## src/design/qfb_pkg.sv

```systemverilog
// Purpose: Shared constants and carrier types for the queue flag bus block
// Assumes: One clock carries both read-port and write-port logic
// Notes: Quadrants are counted 0..3 inside, shown to users as 1..4
package qfb_pkg;

  // Widths and counts
  localparam int QFB_DATA_W = 40;
  localparam int QFB_ADDR_W = 8;
  localparam int QFB_ID_W = 3;
  localparam int QFB_QUAD_W = 8;
  localparam int QFB_NUM_QUADS = 4;
  localparam int QFB_NUM_QUEUES = QFB_NUM_QUADS * QFB_QUAD_W;

  // Queue address fields
  localparam int QFB_ADDR_ID_LSB = 5;
  localparam int QFB_ADDR_QUAD_LSB = 3;
  localparam int QFB_ADDR_QUEUE_LSB = 0;

  // Reset values and quadrant sequence
  localparam logic QFB_FLAG_IDLE_N = 1'b1;
  localparam logic [1:0] QFB_QUAD_FIRST = 2'h0;
  localparam logic [1:0] QFB_QUAD_LAST = 2'h3;
  localparam logic [QFB_QUAD_W-1:0] QFB_BUS_IDLE_N = 8'hFF;
  localparam logic QFB_MODE_DIRECT = 1'b0;
  localparam logic QFB_MODE_POLLED = 1'b1;
  localparam logic QFB_REPORT_ALMOST_EMPTY = 1'b0;

  // Pin group of one quadrant status bus
  typedef struct packed {
    logic [QFB_QUAD_W-1:0] flags_n;
    logic oe;
    logic sync;
    logic token_out;
  } qfb_quad_bus_t;

  // Decoded queue address
  typedef struct packed {
    logic [QFB_ID_W-1:0] dev_id;
    logic [1:0] quad;
    logic [2:0] line;
  } qfb_qaddr_t;

endpackage

```

## src/design/qfb_quad_bus.sv

```systemverilog
// Purpose: One 8-bit quadrant status bus, direct or polled with token chain
// Assumes: Strobe, address and token are synchronous to clk_i
// Notes: Flags are active low on the bus; flags stay driven and oe is low when not owned
`timescale 1ns/1ps
module qfb_quad_bus
  import qfb_pkg::*;
(
  input wire logic clk_i,
  input wire logic srst_i,
  input wire logic polled_i,
  input wire logic primary_i,
  input wire logic [QFB_ID_W-1:0] dev_id_i,
  input wire logic strobe_i,
  input wire qfb_qaddr_t addr_i,
  input wire logic [QFB_NUM_QUEUES-1:0] status_i,
  input wire logic mirror_en_i,
  input wire logic [1:0] mirror_quad_i,
  input wire logic [2:0] mirror_line_i,
  input wire logic mirror_flag_n_i,
  input wire logic token_in_i,
  output qfb_quad_bus_t bus_o
);

  logic [1:0] quad_ff;
  logic own_ff;
  logic [QFB_QUAD_W-1:0] flags_n_ff;
  logic [1:0] nxt_quad;
  logic nxt_own;
  logic [QFB_QUAD_W-1:0] nxt_flags_n;
  logic id_hit;
  logic at_last;

  // ----------------------------------------
  // Quadrant selection
  // ----------------------------------------
  assign id_hit = (addr_i.dev_id == dev_id_i);
  assign at_last = own_ff && (quad_ff == QFB_QUAD_LAST);

  // Direct picks by strobe; polled walks and passes the token
  always_comb begin
    nxt_quad = quad_ff;
    nxt_own = own_ff;
    if (polled_i) begin
      if (token_in_i) begin
        nxt_own = 1'b1;
        nxt_quad = QFB_QUAD_FIRST;
      end else if (at_last) begin
        nxt_own = 1'b0; // Hand bus to next device
      end else if (own_ff) begin
        nxt_quad = quad_ff + 2'h1;
      end
    end else if (strobe_i) begin
      nxt_own = id_hit;
      nxt_quad = addr_i.quad;
    end
  end

  // Status of the quadrant to be shown, with optional mirror line
  always_comb begin
    nxt_flags_n = ~status_i[nxt_quad*QFB_QUAD_W +: QFB_QUAD_W];
    if (mirror_en_i && (mirror_quad_i == nxt_quad)) begin
      nxt_flags_n[mirror_line_i] = mirror_flag_n_i;
    end
  end

  // ----------------------------------------
  // State registers
  // ----------------------------------------
  always_ff @(posedge clk_i) begin
    if (srst_i) begin
      quad_ff <= QFB_QUAD_FIRST;
      own_ff <= 1'b0;
      flags_n_ff <= QFB_BUS_IDLE_N;
    end else begin
      quad_ff <= nxt_quad;
      own_ff <= nxt_own;
      flags_n_ff <= nxt_flags_n;
    end
  end

  // Primary starts the poll after reset with no token
  logic start_ff;
  always_ff @(posedge clk_i) begin
    start_ff <= srst_i;
  end

  // ----------------------------------------
  // Pin outputs
  // ----------------------------------------
  assign bus_o.flags_n = flags_n_ff;
  assign bus_o.oe = own_ff;
  assign bus_o.sync = polled_i && own_ff &&
                      (quad_ff == QFB_QUAD_FIRST);
  assign bus_o.token_out = polled_i &&
                           (at_last || (start_ff && primary_i));

endmodule

```

## src/design/qfb_top.sv

```systemverilog
// Purpose: Read bus drive control, queue flags and quadrant flag buses
// Assumes: Queue status vectors come from the queue core on clk_i
// Notes: srst_i is the master reset; strap inputs are caught during it
`timescale 1ns/1ps
module qfb_top
  import qfb_pkg::*;
#(
  parameter int DATA_W = QFB_DATA_W
)(
  input wire logic clk_i,
  input wire logic srst_i,
  input wire logic flag_mode_select_i,
  input wire logic primary_device_select_i,
  input wire logic [QFB_ID_W-1:0] device_id_i,
  input wire logic serial_program_done_i,
  input wire logic output_enable_n_i,
  input wire logic pll_enable_i,
  input wire logic [DATA_W-1:0] read_data_i,
  input wire logic [QFB_ADDR_W-1:0] read_queue_address_i,
  input wire logic read_address_strobe_i,
  input wire logic empty_quadrant_strobe_i,
  input wire logic [QFB_ADDR_W-1:0] write_queue_address_i,
  input wire logic write_address_strobe_i,
  input wire logic full_quadrant_strobe_i,
  input wire logic [QFB_NUM_QUEUES-1:0] almost_empty_status_i,
  input wire logic [QFB_NUM_QUEUES-1:0] packet_ready_status_i,
  input wire logic [QFB_NUM_QUEUES-1:0] almost_full_status_i,
  input wire logic empty_report_load_i,
  input wire logic empty_report_packet_i,
  input wire logic empty_mirror_en_i,
  input wire logic full_mirror_en_i,
  input wire logic empty_bus_token_in_i,
  input wire logic full_bus_token_in_i,
  output logic [DATA_W-1:0] read_data_o,
  output logic read_data_oe_o,
  output logic almost_empty_flag_n_o,
  output logic almost_full_flag_n_o,
  output logic [QFB_QUAD_W-1:0] almost_empty_quadrant_bus_o,
  output logic almost_empty_quadrant_bus_oe_o,
  output logic empty_bus_sync_o,
  output logic empty_bus_token_out_o,
  output logic [QFB_QUAD_W-1:0] almost_full_quadrant_bus_o,
  output logic almost_full_quadrant_bus_oe_o,
  output logic full_bus_sync_o,
  output logic full_bus_token_out_o
);

  // ----------------------------------------
  // Straps caught at master reset
  // ----------------------------------------
  logic polled_ff;
  logic primary_ff;
  logic [QFB_ID_W-1:0] dev_id_ff;

  // Mode, role and identity held from reset to next reset
  always_ff @(posedge clk_i) begin
    if (srst_i) begin
      polled_ff <= flag_mode_select_i;
      primary_ff <= primary_device_select_i;
      dev_id_ff <= device_id_i;
    end
  end

  // ----------------------------------------
  // Address decode
  // ----------------------------------------
  qfb_qaddr_t rd_addr;
  qfb_qaddr_t wr_addr;
  logic rd_hit;
  logic wr_hit;
  logic rd_sel_take;
  logic wr_sel_take;
  logic empty_strobe_ok;
  logic full_strobe_ok;

  assign rd_addr = qfb_qaddr_t'(read_queue_address_i);
  assign wr_addr = qfb_qaddr_t'(write_queue_address_i);
  assign rd_hit = (rd_addr.dev_id == dev_id_ff);
  assign wr_hit = (wr_addr.dev_id == dev_id_ff);

  // Selections are ignored until programming has finished
  assign rd_sel_take = read_address_strobe_i && serial_program_done_i;
  assign wr_sel_take = write_address_strobe_i && serial_program_done_i;
  assign empty_strobe_ok = empty_quadrant_strobe_i && serial_program_done_i;
  assign full_strobe_ok = full_quadrant_strobe_i &&
                          serial_program_done_i;

  // ----------------------------------------
  // Read queue selection
  // ----------------------------------------
  logic rd_own_ff;
  logic rd_ever_ff;
  logic [1:0] rd_quad_ff;
  logic [2:0] rd_line_ff;
  logic nxt_rd_own;

  assign nxt_rd_own = rd_sel_take ? rd_hit : rd_own_ff;

  // Queue chosen for reading and whether it lives here
  always_ff @(posedge clk_i) begin
    if (srst_i) begin
      rd_own_ff <= 1'b0;
      rd_ever_ff <= 1'b0;
      rd_quad_ff <= QFB_QUAD_FIRST;
      rd_line_ff <= 3'h0;
    end else begin
      rd_own_ff <= nxt_rd_own;
      rd_ever_ff <= rd_ever_ff || (rd_sel_take && rd_hit);
      if (rd_sel_take) begin
        rd_quad_ff <= rd_addr.quad;
        rd_line_ff <= rd_addr.line;
      end
    end
  end

  // ----------------------------------------
  // Write queue selection
  // ----------------------------------------
  logic wr_own_ff;
  logic [1:0] wr_quad_ff;
  logic [2:0] wr_line_ff;

  // Queue chosen for writing and whether it lives here
  always_ff @(posedge clk_i) begin
    if (srst_i) begin
      wr_own_ff <= 1'b0;
      wr_quad_ff <= QFB_QUAD_FIRST;
      wr_line_ff <= 3'h0;
    end else if (wr_sel_take) begin
      wr_own_ff <= wr_hit;
      wr_quad_ff <= wr_addr.quad;
      wr_line_ff <= wr_addr.line;
    end
  end

  // ----------------------------------------
  // Single queue flags
  // ----------------------------------------
  logic [4:0] rd_index;
  logic [4:0] wr_index;
  logic rd_almost_empty;
  logic wr_almost_full;
  logic pae_n_ff;
  logic paf_n_ff;

  assign rd_index = {rd_quad_ff, rd_line_ff};
  assign wr_index = {wr_quad_ff, wr_line_ff};
  assign rd_almost_empty = rd_own_ff && almost_empty_status_i[rd_index];
  assign wr_almost_full = wr_own_ff && almost_full_status_i[wr_index];

  // Flags change only on the clock edge
  always_ff @(posedge clk_i) begin
    if (srst_i) begin
      pae_n_ff <= QFB_FLAG_IDLE_N;
      paf_n_ff <= QFB_FLAG_IDLE_N;
    end else begin
      pae_n_ff <= ~rd_almost_empty;
      paf_n_ff <= ~wr_almost_full;
    end
  end

  assign almost_empty_flag_n_o = pae_n_ff;
  assign almost_full_flag_n_o = paf_n_ff;

  // ----------------------------------------
  // Empty bus reporting kind
  // ----------------------------------------
  logic report_packet_ff;
  logic [QFB_NUM_QUEUES-1:0] empty_bus_status;

  // Reset returns to almost-empty reporting
  always_ff @(posedge clk_i) begin
    if (srst_i) begin
      report_packet_ff <= QFB_REPORT_ALMOST_EMPTY;
    end else if (empty_report_load_i) begin
      report_packet_ff <= empty_report_packet_i;
    end
  end

  assign empty_bus_status = report_packet_ff ? packet_ready_status_i :
                            almost_empty_status_i;

  // ----------------------------------------
  // Quadrant status buses
  // ----------------------------------------
  qfb_quad_bus_t empty_bus;
  qfb_quad_bus_t full_bus;

  // Empty bus follows read-side selection
  qfb_quad_bus u_empty_bus (
    .clk_i(clk_i),
    .srst_i(srst_i),
    .polled_i(polled_ff),
    .primary_i(primary_ff),
    .dev_id_i(dev_id_ff),
    .strobe_i(empty_strobe_ok),
    .addr_i(rd_addr),
    .status_i(empty_bus_status),
    .mirror_en_i(empty_mirror_en_i && rd_own_ff),
    .mirror_quad_i(rd_quad_ff),
    .mirror_line_i(rd_line_ff),
    .mirror_flag_n_i(~rd_almost_empty),
    .token_in_i(empty_bus_token_in_i),
    .bus_o(empty_bus)
  );

  // Full bus follows write-side selection
  qfb_quad_bus u_full_bus (
    .clk_i(clk_i),
    .srst_i(srst_i),
    .polled_i(polled_ff),
    .primary_i(primary_ff),
    .dev_id_i(dev_id_ff),
    .strobe_i(full_strobe_ok),
    .addr_i(wr_addr),
    .status_i(almost_full_status_i),
    .mirror_en_i(full_mirror_en_i && wr_own_ff),
    .mirror_quad_i(wr_quad_ff),
    .mirror_line_i(wr_line_ff),
    .mirror_flag_n_i(~wr_almost_full),
    .token_in_i(full_bus_token_in_i),
    .bus_o(full_bus)
  );

  assign almost_empty_quadrant_bus_o = empty_bus.flags_n;
  assign almost_empty_quadrant_bus_oe_o = empty_bus.oe;
  assign empty_bus_sync_o = empty_bus.sync;
  assign empty_bus_token_out_o = empty_bus.token_out;
  assign almost_full_quadrant_bus_o = full_bus.flags_n;
  assign almost_full_quadrant_bus_oe_o = full_bus.oe;
  assign full_bus_sync_o = full_bus.sync;
  assign full_bus_token_out_o = full_bus.token_out;

  // ----------------------------------------
  // Read data output path
  // ----------------------------------------
  logic [DATA_W-1:0] rd_stage_ff;
  logic [DATA_W-1:0] rd_late_ff;
  logic drive_ok;

  // PLL path launches one stage earlier than the plain path
  always_ff @(posedge clk_i) begin
    if (srst_i) begin
      rd_stage_ff <= '0;
      rd_late_ff <= '0;
    end else begin
      rd_stage_ff <= read_data_i;
      rd_late_ff <= rd_stage_ff;
    end
  end

  assign read_data_o = pll_enable_i ? rd_stage_ff : rd_late_ff;

  // Primary follows enable; secondary waits for first read selection of one of its own queues
  assign drive_ok = primary_ff || rd_ever_ff;
  assign read_data_oe_o = drive_ok && !output_enable_n_i;

endmodule

```

## config.mk

```make
export PLATFORM = sky130hd
export DESIGN_NAME = qfb_top
export DESIGN_NICKNAME = d
export VERILOG_FILES = /design/src/design/qfb_pkg.sv /design/src/design/qfb_quad_bus.sv /design/src/design/qfb_top.sv
export SDC_FILE = /design/constraint.sdc
export NUM_CORES = 1
export LEC_CHECK = 0
export BUFFER_PORTS_ARGS = -buffer_cell sky130_fd_sc_hd__clkbuf_2
export CAP_MARGIN = 40
export CORE_MARGIN = 1
export CORE_UTILIZATION = 30
export CTS_BUF_LIST = sky130_fd_sc_hd__clkbuf_4 sky130_fd_sc_hd__clkbuf_8 sky130_fd_sc_hd__clkbuf_16
export CTS_CLUSTER_SIZE = 40
export DETAILED_ROUTE_END_ITERATION = 16
export HOLD_SLACK_MARGIN = 0.08
export PLACE_DENSITY_LB_ADDON = 0.12
export SLEW_MARGIN = 20
export SYNTH_ARGS = -nofsm -noshare
export SYNTH_HDL_FRONTEND = slang
export SYNTH_SLANG_ARGS = --single-unit
```

## constraint.sdc

```tcl
create_clock -name clk_i -period 2.1 [get_ports clk_i]
set_input_delay 0.525 -clock clk_i [delete_from_list [all_inputs] [get_ports clk_i]]
set_output_delay 0.525 -clock clk_i [all_outputs]
set_load 0.02 [all_outputs]
```

==> impl_results.md <==
* Status: complete, but fails checks
* Violated checks: negative setup slack
* First-pass GRT wire length at 27.0 mm
* Buffers on Ports at 235
* Min Clock Period, post-route at 2.22 ns
* Vias in the first global route at 5338
* Top delay family on crit path: simple AND/OR/NAND/NOR gates
* Critical Path RT at 2.37 ns
* Fmax at 0.451 GHz
* Ant. Diodes at 0
* Final count of hold timing violations at 0
* CTS tree: done
* Cells after Synth at 545
* Post-Syn Area at 5860 um2
* Worst path slowest cell: or3b_4
* Clock Skews at 0.00955 ns
* Syn Nets at 721
* Critical path type: flop to flop
* GPL Wtd Cong at 0.886
* Starting density of the core at 31.0%
* # hold bufs at CTS at 0
* Final setup fails at 8
* Final instance area at 8260 um2
* Placed inst area at 7550 um2
* Initial DRC count at 174
* Arr. time, crit path at 2.49 ns
* H-tree depth at 4
* WL per Instance at 15.6 um
* Worst-Margin Slew at 0.614 ns
* # DRC at 0
* CP max FO at 10
* Register bit total from synthesis at 124
* EDFF count, synth at 5
* RSZ-0062 raised after global routing: true
* Global Route Usage Sum at 17.3%
* Most used cell, CP: buf_4
* Slowest stage delay, CP at 0.37 ns
* First drt pass iteration count at 4
* Final Max Slew Viols at 0
* Ratio of cells with drive above 1 in the final layout at 48.5%
* Util after Layout at 43.7%
* Setup ws final at -0.117 ns
* Layout Nets at 984
* Post-route antenna net violation count at 0
* Num Clock Sinks at 124
* Die height at 142 um
* Pin count of the biggest net entering global routing at 83
* Netlist cell types at 57
* Vias at 5028
* Post-synthesis sequential area ratio at 43.2%
* Syn Area/Cell at 10.8 um2
* Worst-Skew Late Latency at 0.41 ns
* # rows at 50
* P_leak at 0.00366 uW
* Chip Width at 142 um
* Total chip power at 6500 uW
* Num CTS Buffers at 17
* Peak supply drop at 0.000480 V
* Clock slew at reported path FFs at 0.06 ns
* Root buffer cell: clkbuf_16
* Clock tree buffer depth at 2
* Core Box Area at 18900 um2
* Die Area at 20100 um2
* CP Cell Sequence: ha_4 -> nand2b_4 -> mux2i_4 -> o21ai_4 -> buf_12 -> buf_4 -> or3b_4 -> a311oi_2 -> buf_4 -> mux2i_1
* Startpoint class of the critical path: flop
* Worst path bufs/invs at 3
* Primary FF master, synth: dfxtp_1
* Power per cell area at 787 nW/um2
* Syn-to-layout area delta at 40.9%
* Total grt overflow at 0
* Period utilization at 106%
* Total of warnings raised by yosys at 0
* Initial antenna violation count at 0
* IO Pins at 237
* Drt total wl at 16.9 mm
* Crit. End Element: flop
* Vias per inst at 4.65
* Max Cap Viol at 0
* Commonest non-fill, non-tap cell in the layout: clkbuf_2
* Hold Path Class: input port to flop
* Post-DP HPWL at 13.1 mm
* Max_slew headroom at 59.0%
* Asr flop ratio synth at 0%
* Most frequent cells in the layout: clkbuf_2, dfxtp_1, nor2b_1, mux2_2, buf_4
-- sequential cells by signal (all words and copies together) (netlist names), 2 cells and up --
name                    cells
dev_id_ff                   3
rd_late_ff                 40
rd_line_ff                  3
rd_quad_ff                  2
rd_stage_ff                40
u_empty_bus.flags_n_ff      8
u_empty_bus.quad_ff         2
u_full_bus.flags_n_ff       8
u_full_bus.quad_ff          2
wr_line_ff                  3
wr_quad_ff                  2
-- cell families after synthesis --
family | share of synthesized area, %
DFF | 43.2
buffers and inverters | 3.63
muxes | 24.2
adders and majority gates | 0.854
xor gates and xnor gates | 1.05
AOI/OAI and AO/OA | 8.44
and+or+nand+nor | 18.6
-- worst paths after layout --
path | start | end | slack, ns | cells past startpoint
max | u_empty_bus.quad_ff[1] | u_empty_bus.flags_n_ff[2] | -0.12 | 10
min | device_id_i[1] | dev_id_ff[1] | 0.29 | 1
min reg2reg | rd_stage_ff[2] | rd_late_ff[2] | 0.46 | 1
max reg2reg | u_empty_bus.quad_ff[1] | u_empty_bus.flags_n_ff[2] | -0.12 | 10
-- worst reg2reg max path, cell delays in order (launching register included) --
cell	delay, ns
dfxtp_2	0.36
ha_4	0.14
nand2b_4	0.13
mux2i_4	0.26
o21ai_4	0.07
buf_12	0.15
buf_4	0.14
or3b_4	0.37
a311oi_2	0.24
buf_4	0.15
mux2i_1	0.06
-- through the flow --
stage | hold WS [ns] | cells | setup TNS [ns] | worst slack, ns
3_3_place_gp | 0.441 | 1041 | -2.82 | -0.395
4_1_cts | 0.261 | 1080 | -0.852 | -0.171
3_5_place_dp | 0.449 | 1041 | -3.33 | -0.461
5_1_grt | 0.256 | 1081 | -1.45 | -0.238
6_report | 0.285 | 1081 | -0.772 | -0.117
2_1_floorplan | 0.426 | 545 | -1.08 | -0.167
-- routing by layer --
layer	GRT usage, %	share of wire [%]
met1	20.2	42
met5	0	0
met2	29.6	50
met3	5.94	6.2
met4	5.77	1.9
-- layout make-up --
cell class | instances | area [um2]
clock buffers | 18 | 450
clock inverters | 14 | 135
fillers | 1886 | 10600
inverters | 13 | 48.8
multi-input cells | 372 | 3150
flip-flops and latches | 124 | 2540
well taps | 260 | 325
repair buffers | 280 | 1610
-- where the power goes --
group / leakage [uW] / switching (uW) / total [uW] / internal (uW)
logic: 0.00235 / 527 / 1070 / 541
clock network: 0.000281 / 1140 / 2860 / 1720
registers: 0.00103 / 68.4 / 2570 / 2500
total: 0.00366 / 1740 / 6500 / 4760
-- repair_timing --
action | 4_1_cts | 5_1_grt
pin swaps | 2 | 2
resized for setup | 2 | 6
setup endpoints to repair | 8 | 8
buffers inserted | 7 | 1
-- cells in the mapped netlist, types with 2 or more instances --
| master | n | area, um2 |
|---|---|---|
| and3_1 | 5 | 31.3 |
| dfxtp_1 | 119 | 2380 |
| buf_1 | 8 | 30.0 |
| clkbuf_1 | 20 | 75.1 |
| mux2_1 | 2 | 22.5 |
| o211ai_1 | 7 | 52.6 |
| a22oi_1 | 2 | 15.0 |
| a21oi_1 | 19 | 95.1 |
| ha_1 | 4 | 50.1 |
| nand3_1 | 21 | 105 |
| nand2b_1 | 12 | 75.1 |
| o21ai_0 | 4 | 20.0 |
| nand4_1 | 9 | 56.3 |
| mux2_2 | 43 | 484 |
| mux2i_1 | 26 | 260 |
| mux4_1 | 2 | 52.6 |
| inv_1 | 11 | 41.3 |
| buf_6 | 3 | 33.8 |
| a311o_1 | 2 | 20.0 |
| a221o_1 | 2 | 20.0 |
| edfxtp_1 | 5 | 150 |
| nor2_1 | 14 | 52.6 |
| nand3b_1 | 6 | 45.0 |
| nor2b_1 | 86 | 538 |
| xor2_1 | 6 | 52.6 |
| nor3_1 | 3 | 15.0 |
| inv_2 | 2 | 7.51 |
| mux4_2 | 25 | 563 |
| buf_2 | 5 | 25.0 |
| nand2_1 | 33 | 124 |
| a22o_1 | 7 | 61.3 |
| a31oi_1 | 2 | 12.5 |
| o21ai_1 | 4 | 20.0 |
| o22ai_1 | 3 | 18.8 |
Power figures use the tool's default switching activity.
